[src/pmsr_pkg.sv]
// Purpose: shared constants for the phy mode/special registers
// Assumes: 16-bit management registers, 50 MHz clock
// Notes: indices are management register numbers
package pmsr_pkg;
  // ----------------------------------------
  // register indices
  // ----------------------------------------
  localparam logic [4:0] IDX_ENERGY_CTRL = 5'h11;
  localparam logic [4:0] IDX_SPECIAL_MODES = 5'h12;
  // ----------------------------------------
  // field positions
  // ----------------------------------------
  localparam int EDPD_BIT = 13;
  localparam int ENERGY_BIT = 1;
  localparam int RSV_RW_BIT = 0;
  localparam int MODE_LSB = 5;
  localparam int ADDR_LSB = 0;
  // ----------------------------------------
  // mode codes
  // ----------------------------------------
  typedef enum logic [2:0] {
    PMSR_M10_HALF = 3'h0,
    PMSR_M10_FULL = 3'h1,
    PMSR_M100_HALF = 3'h2,
    PMSR_M100_FULL = 3'h3,
    PMSR_MRSV4 = 3'h4,
    PMSR_MRSV5 = 3'h5,
    PMSR_MPOWERDOWN = 3'h6,
    PMSR_MALL_CAPABLE = 3'h7
  } pmsr_mode_t;
  // ----------------------------------------
  // reset values and timing
  // ----------------------------------------
  localparam logic RST_EDPD = 1'b0;
  localparam logic RST_ENERGY = 1'b1;
  localparam logic RST_RSV_RW = 1'b0;
  localparam int CLK_HZ = 50_000_000;
  localparam int ENERGY_TIMEOUT_MS = 256;
  localparam int ENERGY_TIMEOUT_CYC = (CLK_HZ / 1000) * ENERGY_TIMEOUT_MS;
endpackage

[src/pmsr_energy_timer.sv]
// Purpose: line-energy flag with no-energy timeout
// Assumes: energy_valid is a synchronous level from the analog detector
// Notes: flag survives soft resets; only rst forces it to one
module pmsr_energy_timer #(
  parameter int TIMEOUT_CYC = pmsr_pkg::ENERGY_TIMEOUT_CYC
) (
  // clock and hardware reset
  input wire logic clk,
  input wire logic rst,
  // detector
  input wire logic energy_valid,
  // status
  output logic line_energy_present
);
  localparam int CW = $clog2(TIMEOUT_CYC + 1);
  localparam logic [CW-1:0] LAST = CW'(TIMEOUT_CYC - 1);
  logic [CW-1:0] quiet_cnt;

  always_ff @(posedge clk or posedge rst) begin
    if (rst) begin
      quiet_cnt <= '0;
      line_energy_present <= pmsr_pkg::RST_ENERGY;
    end else if (energy_valid) begin
      quiet_cnt <= '0;
      line_energy_present <= 1'b1;
    end else if (quiet_cnt == LAST) begin
      line_energy_present <= 1'b0;
    end else begin
      quiet_cnt <= quiet_cnt + 1'b1;
    end
  end
endmodule // pmsr_energy_timer

[src/pmsr_regs.sv]
// Purpose: energy control/status and special modes registers of a phy port
// Assumes: management access is a synchronous index/strobe port
// Notes: straps are sampled on the first edge after rst falls
// What this block does
// - two 16-bit registers sit at management indices 17 and 18.
// - bit 13 of index 17 enables energy-detect power-down, resets to 0.
// - read-only bit 1 shows line energy and clears after 256 ms without it.
// - the energy bit ignores soft resets and is set to 1 by hardware reset.
// - mode 000 is 10M half and 001 is 10M full, both without autonegotiation.
// - mode 010 is 100M half with tx/rx carrier sense, 011 is 100M full rx-only.
// - mode 110 powers down, 111 is all capable with autonegotiation, 100/101 reserved.
// - mode resets to 111 with the autoneg strap, else {0,speed,duplex}.
// - straps are latched at chip reset release and feed the defaults.
// - bits 4:0 set the management address and seed the scrambler key.
// - the address resets to the address-select strap value.
// - mode and address reload defaults only on a port phy reset.
// - the loader rewrites the special modes register after reset and on reload.
module pmsr_regs #(
  parameter int TIMEOUT_CYC = pmsr_pkg::ENERGY_TIMEOUT_CYC
) (
  // clock and hardware (chip-level) reset
  input wire logic clk,
  input wire logic rst,
  // configuration straps
  input wire logic autoneg_strap,
  input wire logic speed_strap,
  input wire logic duplex_strap,
  input wire logic [4:0] addr_sel_strap,
  // resets from other registers
  input wire logic soft_reset,
  input wire logic port_phy_reset,
  // non-volatile loader
  input wire logic loader_we,
  input wire logic [15:0] loader_data,
  // management access
  input wire logic [4:0] mgmt_index,
  input wire logic mgmt_we,
  input wire logic [15:0] mgmt_wdata,
  output logic [15:0] mgmt_rdata,
  // analog energy detector
  input wire logic energy_valid,
  // control to the phy
  output logic energy_detect_powerdown_enable,
  output logic [4:0] phy_management_address,
  output logic [4:0] scrambler_seed,
  output logic speed_100,
  output logic full_duplex,
  output logic autoneg_enable,
  output logic phy_powerdown,
  output logic crs_on_transmit,
  output logic mode_reserved
);
  logic strap_pending;
  logic [2:0] def_mode;
  logic [4:0] def_addr;
  logic [2:0] mode;
  logic rsv_rw;
  logic line_energy_present;
  logic rd_energy;
  logic rd_modes;

  // ----------------------------------------
  // strap capture
  // ----------------------------------------
  // async reset may only load constants, so straps land one edge later
  always_ff @(posedge clk or posedge rst) begin
    if (rst) begin
      strap_pending <= 1'b1;
      def_mode <= 3'h7;
      def_addr <= 5'h00;
    end else if (strap_pending) begin
      strap_pending <= 1'b0;
      def_mode <= autoneg_strap ? pmsr_pkg::PMSR_MALL_CAPABLE
                                : {1'b0, speed_strap, duplex_strap};
      def_addr <= addr_sel_strap;
    end
  end

  // ----------------------------------------
  // special modes register
  // ----------------------------------------
  // port phy reset alone restores defaults; soft reset leaves it alone
  always_ff @(posedge clk or posedge rst) begin
    if (rst) begin
      mode <= 3'h7;
      phy_management_address <= 5'h00;
    end else if (strap_pending) begin
      mode <= autoneg_strap ? pmsr_pkg::PMSR_MALL_CAPABLE
                            : {1'b0, speed_strap, duplex_strap};
      phy_management_address <= addr_sel_strap;
    end else if (port_phy_reset) begin
      mode <= def_mode;
      phy_management_address <= def_addr;
    end else if (loader_we) begin
      mode <= loader_data[pmsr_pkg::MODE_LSB +: 3];
      phy_management_address <= loader_data[pmsr_pkg::ADDR_LSB +: 5];
    end else if (mgmt_we && mgmt_index == pmsr_pkg::IDX_SPECIAL_MODES) begin
      mode <= mgmt_wdata[pmsr_pkg::MODE_LSB +: 3];
      phy_management_address <= mgmt_wdata[pmsr_pkg::ADDR_LSB +: 5];
    end
  end

  // ----------------------------------------
  // energy control register
  // ----------------------------------------
  always_ff @(posedge clk or posedge rst) begin
    if (rst) begin
      energy_detect_powerdown_enable <= pmsr_pkg::RST_EDPD;
      rsv_rw <= pmsr_pkg::RST_RSV_RW;
    end else if (soft_reset) begin
      energy_detect_powerdown_enable <= pmsr_pkg::RST_EDPD;
      rsv_rw <= pmsr_pkg::RST_RSV_RW;
    end else if (mgmt_we && mgmt_index == pmsr_pkg::IDX_ENERGY_CTRL) begin
      energy_detect_powerdown_enable <= mgmt_wdata[pmsr_pkg::EDPD_BIT];
      rsv_rw <= mgmt_wdata[pmsr_pkg::RSV_RW_BIT];
    end
  end

  pmsr_energy_timer #(
    .TIMEOUT_CYC(TIMEOUT_CYC)
  ) i_pmsr_energy_timer (
    .clk(clk),
    .rst(rst),
    .energy_valid(energy_valid),
    .line_energy_present(line_energy_present)
  );

  // ----------------------------------------
  // read path
  // ----------------------------------------
  assign rd_energy = (mgmt_index == pmsr_pkg::IDX_ENERGY_CTRL);
  assign rd_modes = (mgmt_index == pmsr_pkg::IDX_SPECIAL_MODES);

  always_ff @(posedge clk or posedge rst) begin
    if (rst) begin
      mgmt_rdata <= 16'h0000;
    end else if (rd_energy) begin
      mgmt_rdata <= {2'h0, energy_detect_powerdown_enable, 11'h000,
                     line_energy_present, rsv_rw};
    end else if (rd_modes) begin
      mgmt_rdata <= {8'h00, mode, phy_management_address};
    end else begin
      mgmt_rdata <= 16'h0000;
    end
  end

  // ----------------------------------------
  // mode decode
  // ----------------------------------------
  assign scrambler_seed = phy_management_address;

  always_comb begin
    speed_100 = 1'b0;
    full_duplex = 1'b0;
    autoneg_enable = 1'b0;
    phy_powerdown = 1'b0;
    crs_on_transmit = 1'b0;
    mode_reserved = 1'b0;
    case (pmsr_pkg::pmsr_mode_t'(mode))
      pmsr_pkg::PMSR_M10_HALF: begin
      end
      pmsr_pkg::PMSR_M10_FULL: full_duplex = 1'b1;
      pmsr_pkg::PMSR_M100_HALF: begin
        speed_100 = 1'b1;
        crs_on_transmit = 1'b1;
      end
      pmsr_pkg::PMSR_M100_FULL: begin
        speed_100 = 1'b1;
        full_duplex = 1'b1;
      end
      pmsr_pkg::PMSR_MPOWERDOWN: phy_powerdown = 1'b1;
      pmsr_pkg::PMSR_MALL_CAPABLE: begin
        autoneg_enable = 1'b1;
        speed_100 = 1'b1;
        full_duplex = 1'b1;
        crs_on_transmit = 1'b1;
      end
      default: mode_reserved = 1'b1;
    endcase
  end
endmodule // pmsr_regs

[config.mk]
export PLATFORM = sky130hd
export DESIGN_NAME = pmsr_regs
export DESIGN_NICKNAME = d
export VERILOG_FILES = /design/src/pmsr_pkg.sv /design/src/pmsr_energy_timer.sv /design/src/pmsr_regs.sv
export SDC_FILE = /design/constraint.sdc
export NUM_CORES = 1
export LEC_CHECK = 0
export ABC_CLOCK_PERIOD_IN_PS = 2500
export BUFFER_PORTS_ARGS = -buffer_cell sky130_fd_sc_hd__buf_4
export CORE_MARGIN = 8
export CORE_UTILIZATION = 52
export DETAILED_ROUTE_END_ITERATION = 10
export PLACE_DENSITY_LB_ADDON = 0.25
export SETUP_SLACK_MARGIN = 0.2
export SLEW_MARGIN = 20
export SYNTH_ARGS = -nofsm -noshare
export SYNTH_HDL_FRONTEND = slang
export SYNTH_SLANG_ARGS = --single-unit
[constraint.sdc]
create_clock -name clk -period 2.5 [get_ports clk]
set_input_delay 0.5 -clock clk [delete_from_list [all_inputs] [get_ports clk]]
set_output_delay 0.5 -clock clk [all_outputs]
set_load 0.01 [all_outputs]
==> results of run 1 <==
[flip-flops by register name, indices dropped and copies added, names as in the netlist]
signal                                   cells
strap_pending                                1
i_pmsr_energy_timer.quiet_cnt               24
def_addr                                     5
def_mode                                     3
mode                                         3
rsv_rw                                       1
i_pmsr_energy_timer.line_energy_present      1
phy_management_address                       5
energy_detect_powerdown_enable               1
mgmt_rdata                                   9
[final timing paths]
check | to | slack, ns
min | i_pmsr_energy_timer.quiet_cnt[20] | 0.24
max in group asynchronous | strap_pending | 1.63
max reg2reg | i_pmsr_energy_timer.quiet_cnt[23] | 0.53
min in group clk | rsv_rw | 0.34
min reg2reg | def_mode[2] | 0.48
max | i_pmsr_energy_timer.quiet_cnt[23] | 0.53
[logic make-up after synthesis]
group           Yosys count
mux                      34
flops                    53
compound gates           59
xor+xnor                  2
buf+inv                  40
fa+ha+maj                 1
simple gates             99
other cells               1
[cells in the mapped netlist, drive strengths merged (4+ instances only)]
cell type / n / area share [%]
nand4: 8 / 1.7
dfrtp: 45 / 39
a21oi: 20 / 3.5
and3: 7 / 1.5
nor2: 13 / 1.7
inv: 13 / 1.7
clkbuf: 12 / 1.6
and4: 4 / 1.2
or3: 5 / 1.1
dfstp: 8 / 7.3
or4: 8 / 2.1
nor2b: 11 / 2.4
o21ai: 23 / 4.0
nand2: 15 / 2.0
and2: 7 / 1.5
buf: 15 / 3.6
o31ai: 7 / 1.8
nand3: 12 / 2.1
mux2: 25 / 9.8
mux2i: 9 / 3.1
[worst max-delay path, delay by kind of cell (launching register included)]
| family | cells | cell delay (ns) |
|---|---|---|
| and+or+nand+nor | 3 | 1.29 |
| DFF | 1 | 0.46 |
| AOI/OAI and AO/OA | 1 | 0.15 |
[stage by stage]
step           total power, uW  setup WS, ns  instance area, um2  instances  hold WS, ns
2_1_floorplan             1095        0.4476                2895        296       0.4481
3_3_place_gp              1201        0.3496                3337        406       0.4599
3_5_place_dp              1211        0.2973                3337        406       0.4676
4_1_cts                   1722        0.5387                3433        414       0.2616
5_1_grt                   1794        0.3871                3433        414       0.2844
6_report                  1707        0.5319                3433        414       0.2360
[power groups by stage]
stage	clock network [uW]	logic, uW	registers [uW]
after global placement	0	251	951
after floorplan	0	149	946
after global routing	571	281	942
after CTS	527	259	936
after detailed placement	0	258	953
final	515	255	936
[per-layer routing]
| metal | wire length (um) | vias to the layer above | GRT usage [%] |
|---|---|---|---|
| met5 | 0 | - | 0 |
| met4 | 39 | 0 | 3.745 |
| met3 | 416 | 6 | 4.323 |
| met2 | 3202 | 81 | 27.30 |
| met1 | 2876 | 1146 | 20.88 |
| li1 | - | 1121 | - |
[final cells by class]
class                           instances  area [um2]  share of cell area (%)
Sequential cell                        53        1336                   38.92
Multi-Input combinational cell        203        1361                   39.65
Timing Repair Buffer                   65       500.5                   14.58
Tap cell                               72       90.09                   2.624
Clock buffer                            6       82.58                   2.405
Clock inverter                          2       13.76                  0.4009
Inverter                               13       48.80                   1.421
==> flow_summary.rst, run 1 <==
.. list-table::
   :header-rows: 1

   * - Metric
     - Value
   * - Post-CTS setup buffer count
     - 0
   * - H-tree Lvls
     - 2
   * - Post-detail-place hpwl
     - 4811 um
   * - Number of CTS-inserted buffers
     - 5
   * - Maximum fanout encountered on the critical timing path
     - 8
   * - Critical path launch point type
     - register
   * - Post-synthesis register bit count
     - 53
   * - Most instantiated flip-flop cell in the synthesis netlist
     - dfrtp_1
   * - Latest clock arrival within the worst-skew pair
     - 0.31 ns
   * - Element type at the critical path end
     - register
   * - Post-CTS sizing
     - 0
   * - Final routed wirelength across all metal layers
     - 6534 um
   * - Leakage power
     - 0.001577 uW
   * - CP cell instances
     - nand2_2, or4b_1, or4_1, a21oi_1
   * - # port buffers
     - 62
   * - Net switching power figure
     - 448.5 uW
   * - Die ar.
     - 8150 um2
   * - Outcome
     - complete, no violations
   * - Worst EP arrival
     - 2.21 ns
   * - Antenna diodes
     - 0
   * - Clock group share of total power
     - 30.2%
   * - Cell Pwr Density
     - 497.1 nW/um2
   * - Fraction of final layout cells sized beyond drive strength 1
     - 31.87%
   * - Placement row count
     - 27
   * - Share of the synthesized area in compound gates (AO/OA/AOI/OAI)
     - 12.56%
   * - Post-CTS clock slew at the launch and capture registers of the worst setup and hold paths
     - 0.10 ns
   * - Number of iterations in the first detailed-routing pass
     - 5
   * - Max-capacitance violation count
     - 0
   * - DRC Markers
     - 0
   * - Worst clock skew on the final layout
     - 0.01038 ns
   * - Asr flop ratio synth
     - 100.0%
   * - Top-Level Pins
     - 85
   * - Period utilization
     - 78.72%
   * - Worst reg2reg startpoint
     - i_pmsr_energy_timer.quiet_cnt[0]
   * - Yosys warning total
     - 0
   * - Data required time at the worst endpoint
     - 2.74 ns
   * - Core box area
     - 5405 um2
   * - Starting density of the core
     - 53.08%
   * - Unique masters post-synth
     - 40
   * - Layout Area Growth over Synthesis
     - 19.67%
   * - Clock Root Buffer
     - clkbuf_8
   * - Mean instance size in the synthesized netlist
     - 9.927 um2
   * - Most common cell after layout, fill and taps aside
     - buf_4
   * - Die Width
     - 90.28 um
   * - Final Hold Vio Count
     - 0
   * - Netlist area before placement
     - 2869 um2
   * - Share of power burned in registers
     - 54.8%
   * - Clock tree from TritonCTS
     - done
   * - Maximum number of pins on one net before global-route repair
     - 35
   * - Highest-count cells in the layout ignoring fill and taps
     - buf_4 (64), dfrtp_1 (45), mux2_2 (25)
   * - Depth of the most critical reg-to-reg path
     - 4
   * - Share of the core filled with cells
     - 63.52%
   * - Portion of netlist area occupied by mux cells
     - 12.95%
   * - Hold WC Path Type
     - in -> async
   * - Y dimension of the die
     - 90.28 um
   * - Fill cells
     - 467
   * - Final setup violation count
     - 0
   * - Share of power burned in combinational logic
     - 15.0%
   * - Deepest clock path buffer count
     - 2
   * - Slew @ Worst Pin
     - 0.6462 ns
   * - Number of pins exceeding their max-slew limit in the final report
     - 0
   * - Via count of the first global-routing pass
     - 2368
   * - Global-route usage over all layers
     - 16.46%
   * - Slowest cell on crit path
     - or4b_1
   * - Switching part of the total power
     - 26.28%
   * - Routability congestion estimate from global placement
     - 0.7624
   * - Initial antenna violation count
     - 0
   * - Internal cell power
     - 1258 uW
   * - Type of the worst setup path
     - reg -> reg
   * - Routed WL per cell
     - 15.78 um
   * - Share of the yosys chip area belonging to registers
     - 46.58%
   * - Synthesized-area fraction occupied by adder cells
     - 0.4361%
   * - Vias/cell
     - 5.686
   * - Startpoint of the most critical setup path
     - i_pmsr_energy_timer.quiet_cnt[0]
   * - Total clock sinks
     - 53
   * - Number of standard cells after synthesis
     - 289
   * - Remaining global-route overflow
     - 0
   * - CTS Hold Bufs
     - 0
   * - Maximum clock rate
     - 508.1 MHz
   * - Time the worst path needs with I/O delays and setup
     - 1.968 ns
   * - Net count of the finished layout
     - 394
   * - First-pass GRT wire length
     - 11330 um
   * - Sum of negative setup slack
     - 0 ns
   * - VDD IR-drop max
     - 0.2570 mV
   * - Starting DRC count in detailed routing
     - 174
   * - Unrepaired setup endpoints after global routing
     - false
   * - Vias
     - 2354
   * - Synthesized-area fraction occupied by and/or/nand/nor cells
     - 19.84%
   * - Max-slew headroom
     - 56.92%
   * - Largest family of logic cells by synthesized area
     - simple AND/OR/NAND/NOR gates
   * - CP peak stage delay
     - 0.67 ns
   * - Post-route antenna net violation count
     - 0
   * - EDFF count, synth
     - 0
   * - Xor and xnor fraction of the mapped netlist area
     - 0.6106%
No activity file was read; power rests on OpenSTA's default activity.
==> run 2, diff against run 1 <==
- ABC_AREA: default -> 1
- ABC_CLOCK_PERIOD_IN_PS: 2500 -> 2040
- clock period: 2.5 -> 2.04 ns (I/O delays scaled with it)
==> flow_summary.rst, run 2 <==
.. list-table::
   :header-rows: 1

   * - Metric
     - Value
   * - CTS Hold Bufs
     - 0 (unchanged)
   * - Most common cell after layout, fill and taps aside
     - nand2_1
   * - Unrepaired setup endpoints after global routing
     - false
   * - Vias
     - 2667 (+13%)
   * - Number of pins exceeding their max-slew limit in the final report
     - 0 (unchanged)
   * - Die ar.
     - 8439 um2 (+3.5%)
   * - Worst reg2reg startpoint
     - i_pmsr_energy_timer.quiet_cnt[0]
   * - Maximum clock rate
     - 586.7 MHz
   * - Maximum number of pins on one net before global-route repair
     - 35 (unchanged)
   * - Max FFs per register
     - 24 (unchanged)
   * - Post-detail-place hpwl
     - 5543 um (+15%)
   * - Outcome
     - complete, no violations
   * - Critical path launch point type
     - register
   * - Vias/cell
     - 5.023 (-12%)
   * - Max-capacitance violation count
     - 0 (unchanged)
   * - Post-route antenna net violation count
     - 0 (unchanged)
   * - Total clock sinks
     - 53 (unchanged)
   * - Routability congestion estimate from global placement
     - 0.9449 (+24%)
   * - Post-CTS clock slew at the launch and capture registers of the worst setup and hold paths
     - 0.10 ns (about the same)
   * - Number of standard cells after synthesis
     - 398 (+38%)
   * - Slew @ Worst Pin
     - 0.6573 ns (+0.01112 ns)
   * - Synth top cells by count
     - nand2_1 (115), nor2_1 (51), inv_1 (49), dfrtp_1 (45), nand3_1 (33)
   * - Share of power burned in combinational logic
     - 15.0% (about the same)
   * - Max-slew headroom
     - 56.02% (-0.90 points)
   * - Post-CTS setup buffer count
     - 0 (unchanged)
   * - Netlist area before placement
     - 2993 um2 (+4.3%)
   * - Largest registers in the final layout
     - i_pmsr_energy_timer.quiet_cnt x24, mgmt_rdata x9
   * - Hold WC Path Type
     - in -> async
   * - Post-synthesis register bit count
     - 53 (unchanged)
   * - Asr flop ratio synth
     - 100.0% (unchanged)
   * - Cell Pwr Density
     - 618.2 nW/um2 (+24%)
   * - Mean instance size in the synthesized netlist
     - 7.520 um2 (-24%)
   * - Global-route usage over all layers
     - 17.14% (+0.69 points)
   * - Period utilization
     - 83.55%
   * - Y dimension of the die
     - 91.87 um (+1.8%)
   * - Routed WL per cell
     - 13.13 um (-17%)
   * - Sum of negative setup slack
     - 0 ns (unchanged)
   * - Top-Level Pins
     - 85 (unchanged)
   * - Leakage power
     - 0.001801 uW (+14%)
   * - VDD IR-drop max
     - 0.3884 mV (+51%)
   * - Main area contributors after synthesis
     - dfrtp_1 (38%), nand2_1 (14%), dfstp_2 (7.0%)
   * - Yosys warning total
     - 0 (unchanged)
   * - Post-CTS sizing
     - 0 (unchanged)
   * - First-pass GRT wire length
     - 12050 um (+6.3%)
   * - Time the worst path needs with I/O delays and setup
     - 1.704 ns
   * - Antenna diodes
     - 0 (unchanged)
   * - Maximum fanout encountered on the critical timing path
     - 4 (-4)
   * - Data required time at the worst endpoint
     - 1.63 ns (-1.11 ns)
   * - Most used standard cell by instance count after synthesis
     - nand2_1
   * - Starting DRC count in detailed routing
     - 136 (-22%)
   * - Net switching power figure
     - 566.8 uW (+26%)
   * - Final routed wirelength across all metal layers
     - 6973 um (+6.7%)
   * - Worst clock skew on the final layout
     - 0.004374 ns (-0.006009 ns)
   * - Clock Root Buffer
     - clkbuf_8
   * - Register bank with the most flops
     - i_pmsr_energy_timer.quiet_cnt
   * - Latest clock arrival within the worst-skew pair
     - 0.31 ns (about the same)
   * - Core box area
     - 5540 um2 (+2.5%)
   * - Depth of the most critical reg-to-reg path
     - 8 (+4)
   * - Placement row count
     - 27 (unchanged)
   * - Remaining global-route overflow
     - 0 (unchanged)
   * - Share of the yosys chip area belonging to registers
     - 44.65% (-1.9 points)
   * - Setup slack of the most critical reg-to-reg path
     - 0.37 ns (-0.16 ns)
   * - Share of power burned in registers
     - 51.1% (-3.7 points)
   * - Final Hold Vio Count
     - 0 (unchanged)
   * - EDFF count, synth
     - 0 (unchanged)
   * - Clock group share of total power
     - 33.9% (+3.7 points)
   * - Unique masters post-synth
     - 35 (-13%)
   * - Clock tree from TritonCTS
     - done
   * - Number of CTS-inserted buffers
     - 5 (unchanged)
   * - Capture instance of the worst register-to-register path
     - i_pmsr_energy_timer.quiet_cnt[1]
   * - Switching part of the total power
     - 25.48% (-0.80 points)
   * - CP peak stage delay
     - 0.56 ns (-0.11 ns)
   * - DRC Markers
     - 0 (unchanged)
   * - Initial antenna violation count
     - 0 (unchanged)
   * - Slowest cell on crit path
     - dfstp_2
   * - Share of the core filled with cells
     - 64.95% (+1.4 points)
   * - Deepest clock path buffer count
     - 2 (unchanged)
   * - Most instantiated flip-flop cell in the synthesis netlist
     - dfrtp_1
   * - Via count of the first global-routing pass
     - 2705 (+14%)
   * - Worst EP arrival
     - 1.30 ns (-0.91 ns)
   * - Element type at the critical path end
     - primary output
   * - Proportion of netlist area held by the largest area contributor
     - 37.63% (-1.6 points)
   * - Final setup violation count
     - 0 (unchanged)
   * - Leading area contributor after synthesis
     - dfrtp_1
   * - Internal cell power
     - 1658 uW (+32%)
   * - Starting density of the core
     - 54.02% (+0.94 points)
   * - Worst Setup EP
     - crs_on_transmit
   * - Layout Area Growth over Synthesis
     - 20.23%
   * - # port buffers
     - 62 (unchanged)
   * - Type of the worst setup path
     - reg -> out
   * - Highest-count cells in the layout ignoring fill and taps
     - nand2_1 (115), buf_4 (63), nor2_1 (51)
   * - Net count of the finished layout
     - 511 (+30%)
   * - Fraction of final layout cells sized beyond drive strength 1
     - 23.53% (-8.3 points)
   * - Die Width
     - 91.87 um (+1.8%)
   * - Startpoint of the most critical setup path
     - mode[0]
   * - H-tree Lvls
     - 2 (unchanged)
   * - CP cell instances
     - inv_1, nand3_1, o21ai_0, buf_4
   * - Number of iterations in the first detailed-routing pass
     - 4 (-1)
-- run 2: kinds of logic (layout without fill, tap and decap cells) --
logic type | after synthesis | count (layout) | share of synthesized area [%]
buffers and inverters | 68 | 122 | 10.41
and+or+nand+nor | 233 | 233 | 35.49
adders and majority gates | 1 | 1 | 0.4180
AOI/OAI and AO/OA | 40 | 40 | 8.319
other | 1 | 8 | 0.1253
DFF | 53 | 53 | 44.65
xor gates and xnor gates | 2 | 2 | 0.5854
-- run 2: per-layer routing --
layer  part of all wire [%]  global-route usage (%)  wire length (um)
met4                    2.7                   6.577               186
met5                      0                       0                 0
met2                     50                   29.02              3493
met1                     41                   19.72              2857
met3                    6.3                   5.460               436
-- run 2: worst min path at each step --
stage                     slack [ns]  cells after the start                        endpoint         from
after floorplan                 0.46                      2                     def_mode[0]  def_mode[0]
after detailed placement        0.45                      2  energy_detect_powerdown_enable          rst
final                            0.1                      2  energy_detect_powerdown_enable          rst
after global routing            0.13                      2  energy_detect_powerdown_enable          rst
after CTS                       0.11                      2  energy_detect_powerdown_enable          rst
after global placement          0.44                      2  energy_detect_powerdown_enable          rst
-- run 2: metrics by stage --
stage                     std cells  cell area (um2)  setup WS (ns)  hold WS (ns)  power [uW]
after floorplan                 405             3019         0.3590        0.4591        1350
after global placement          523             3478         0.4427        0.4427        1486
after detailed placement        523             3478         0.3675        0.4523        1495
after CTS                       531             3598         0.3424        0.1093        2244
after global routing            531             3598         0.2103        0.1323        2334
final                           531             3598         0.3356       0.09646        2225
-- run 2: worst max-delay path, delay by kind of cell (launching register included) --
family,cells,cell delay (ns)
and+or+nand+nor,1,0.11
buffers and inverters,2,0.23
DFF,1,0.56
AOI/OAI and AO/OA,1,0.08
-- run 2: power by group through the flow --
stage          clock network [uW]  logic, uW  registers, uW
3_3_place_gp                    0        331           1160
6_report                      754        334           1140
4_1_cts                       768        339           1140
5_1_grt                       814        376           1140
2_1_floorplan                   0        194           1160
3_5_place_dp                    0        338           1160
-- run 2: layout make-up --
class	count	area [um2]
Multi-Input combinational cell	284	1371
Fill cell	501	1942
Clock inverter	2	37.54
Sequential cell	53	1336
Inverter	50	187.7
Tap cell	72	90.09
Timing Repair Buffer	64	493.0
Clock buffer	6	82.58
==> run 3, diff against run 2 <==
- ABC_AREA: 1 -> 0
- ABC_CLOCK_PERIOD_IN_PS: 2040 -> 1710
- clock period: 2.04 -> 1.71 ns (I/O delays scaled with it)
==> flow_summary.rst, run 3 (synthesis gave the netlist of run 1 again) <==
.. list-table::
   :header-rows: 1

   * - Metric
     - Value
   * - CP cell instances
     - and4b_1, and3_1, buf_12, a211oi_2, mux2_4
   * - Maximum clock rate
     - 576.3 MHz
   * - Vias
     - 2662 (-0.19%)
   * - Deepest clock path buffer count
     - 2 (unchanged)
   * - Net count of the finished layout
     - 452 (-12%)
   * - Via count of the first global-routing pass
     - 2717 (+0.44%)
   * - Critical path launch point type
     - register
   * - Largest registers in the final layout
     - i_pmsr_energy_timer.quiet_cnt x24, mgmt_rdata x9
   * - Element type at the critical path end
     - register
   * - Total clock sinks
     - 53 (unchanged)
   * - Most common cell after layout, fill and taps aside
     - buf_4
   * - Top-Level Pins
     - 85 (unchanged)
   * - Max-capacitance violation count
     - 0 (unchanged)
   * - Maximum fanout encountered on the critical timing path
     - 10 (+6)
   * - Routability congestion estimate from global placement
     - 0.8201 (-13%)
   * - Maximum number of pins on one net before global-route repair
     - 54 (+54%)
   * - Y dimension of the die
     - 90.28 um (-1.7%)
   * - Unrepaired setup endpoints after global routing
     - true
   * - Core box area
     - 5405 um2 (-2.4%)
   * - Post-detail-place hpwl
     - 5393 um (-2.7%)
   * - Worst EP arrival
     - 1.94 ns (+0.64 ns)
   * - Final setup violation count
     - 5 (+5)
   * - Final Hold Vio Count
     - 0 (unchanged)
   * - Total placed cells including tap cells
     - 438 (-16%)
   * - Final routed wirelength across all metal layers
     - 8349 um (+20%)
   * - Placement Setup Slack
     - -0.1158 ns (-0.4833 ns)
   * - Clock Root Buffer
     - clkbuf_8
   * - Latest clock arrival within the worst-skew pair
     - 0.32 ns (about the same)
   * - Type of the worst setup path
     - reg -> reg
   * - Global-route usage over all layers
     - 19.36% (+2.2 points)
   * - Hold WC Path Type
     - in -> async
   * - CP peak stage delay
     - 0.44 ns (-0.12 ns)
   * - Slowest cell on crit path
     - dfrtp_1
   * - Non-filler cells in the finished layout
     - 472 (-11%)
   * - Die Width
     - 90.28 um (-1.7%)
   * - Post-route antenna net violation count
     - 0 (unchanged)
   * - Setup slack of the most critical reg-to-reg path
     - -0.03 ns (-0.40 ns)
   * - Highest-count cells in the layout ignoring fill and taps
     - buf_4 (115), dfrtp_1 (44), o21ai_0 (22)
   * - Clock tree from TritonCTS
     - done
   * - Number of CTS-inserted buffers
     - 5 (unchanged)
   * - Routed WL per cell
     - 17.69 um (+35%)
   * - Cell Pwr Density
     - 629.9 nW/um2 (+1.9%)
   * - # port buffers
     - 62 (unchanged)
   * - Vias/cell
     - 5.640 (+12%)
   * - Antenna diodes
     - 0 (unchanged)
   * - Period utilization
     - 101.5%
   * - H-tree Lvls
     - 2 (unchanged)
   * - Register bank with the most flops
     - i_pmsr_energy_timer.quiet_cnt
   * - Capture instance of the worst register-to-register path
     - i_pmsr_energy_timer.quiet_cnt[5]
   * - Layout Area Growth over Synthesis
     - 43.13%
   * - Failing checks
     - negative setup slack
   * - Worst reg2reg startpoint
     - i_pmsr_energy_timer.quiet_cnt[12]
   * - Leakage power
     - 0.001900 uW (+5.5%)
   * - VDD IR-drop max
     - 0.4034 mV (+3.9%)
   * - Final hold slack
     - 0.08205 ns (-0.01441 ns)
   * - Post-CTS clock slew at the launch and capture registers of the worst setup and hold paths
     - 0.10 ns (about the same)
   * - Die ar.
     - 8150 um2 (-3.4%)
   * - Number of pins exceeding their max-slew limit in the final report
     - 0 (unchanged)
   * - Data required time at the worst endpoint
     - 1.92 ns (+0.29 ns)
   * - First-pass GRT wire length
     - 13030 um (+8.1%)
   * - Depth of the most critical reg-to-reg path
     - 5 (-3)
   * - Remaining global-route overflow
     - 0 (unchanged)
   * - Number of iterations in the first detailed-routing pass
     - 4 (unchanged)
   * - Fraction of final layout cells sized beyond drive strength 1
     - 51.00% (+27 points)
   * - Max FFs per register
     - 24 (unchanged)
   * - Starting DRC count in detailed routing
     - 154 (+13%)
   * - Placement row count
     - 27 (unchanged)
   * - Outcome
     - finished with violations
   * - Setup WS post-layout
     - -0.02520 ns (-0.3608 ns)
   * - Worst clock skew on the final layout
     - 0.007770 ns (+0.003396 ns)
   * - Time the worst path needs with I/O delays and setup
     - 1.735 ns
   * - Initial antenna violation count
     - 0 (unchanged)
   * - DRC Markers
     - 0 (unchanged)
   * - Starting density of the core
     - 53.08% (-0.94 points)
[run 3: changes by cell type in the layout (fill, tap and decap cells not counted), moves of 10 or more]
cell,delta
inv_1,-38
nor2_1,-38
nand3_1,-22
buf_4,+52
mux2_2,+17
or2_2,-10
o211ai_1,-11
nor2b_1,+10
nand2_1,-103
[run 3: through the flow]
stage	TNS, ns	utilization, %	total power (uW)	cell area, um2
floorplan	-0.7158	-	1604	2983
global placement	-0.3135	67.34	1771	3640
detailed placement	-0.8194	67.34	1791	3640
CTS	0	72.48	2524	3918
global route	-0.6416	75.97	2662	4106
finish	-0.03791	75.97	2587	4106
[run 3: area by class of cell]
class / count / area, um2
inverters: 13 / 52.55
fillers: 377 / 1299
repair buffers: 123 / 970.9
clock buffers: 6 / 72.57
flip-flops and latches: 53 / 1338
well taps: 72 / 90.09
multi-input cells: 203 / 1569
clock inverters: 2 / 13.76
[run 3: worst max-delay path, delay by kind of cell (launching register included)]
family | cells | cell delay, ns
AOI/OAI and AO/OA | 1 | 0.27
buffers and inverters | 1 | 0.15
DFF | 1 | 0.44
muxes | 1 | 0.32
and+or+nand+nor | 2 | 0.44
[run 3: timing repair]
action                     4_1_cts  5_1_grt
setup endpoints to repair       30       35
hold buffers                     0        0
pin swaps                       11        8
hold endpoints to repair         0        0
gates resized for setup         19       30
setup buffers                   18        8
[run 3: routing by layer]
layer  vias up  track usage [%]  wire length [um]
li1       1237                -                 -
met1      1319            23.30              3490
met2        95            32.88              4300
met3        11            5.154               455
met4         0            5.964               103
met5         -                0                 0
[run 3: power by group]
| part | total [uW] | internal [uW] | switching (uW) |
|---|---|---|---|
| logic | 477 | 256 | 221 |
| registers | 1370 | 1320 | 55.3 |
| clock network | 739 | 293 | 446 |
| total | 2590 | 1860 | 722 |
[run 3: worst max path at each step]
stage | start | end | depth (start not counted)
finish | i_pmsr_energy_timer.quiet_cnt[12] | i_pmsr_energy_timer.quiet_cnt[5] | 5
global route | i_pmsr_energy_timer.quiet_cnt[22] | i_pmsr_energy_timer.quiet_cnt[5] | 5
CTS | i_pmsr_energy_timer.quiet_cnt[12] | i_pmsr_energy_timer.quiet_cnt[19] | 4
detailed placement | i_pmsr_energy_timer.quiet_cnt[0] | i_pmsr_energy_timer.quiet_cnt[21] | 5
global placement | mgmt_index[4] | phy_management_address[0] | 6
floorplan | mgmt_index[4] | phy_management_address[0] | 5
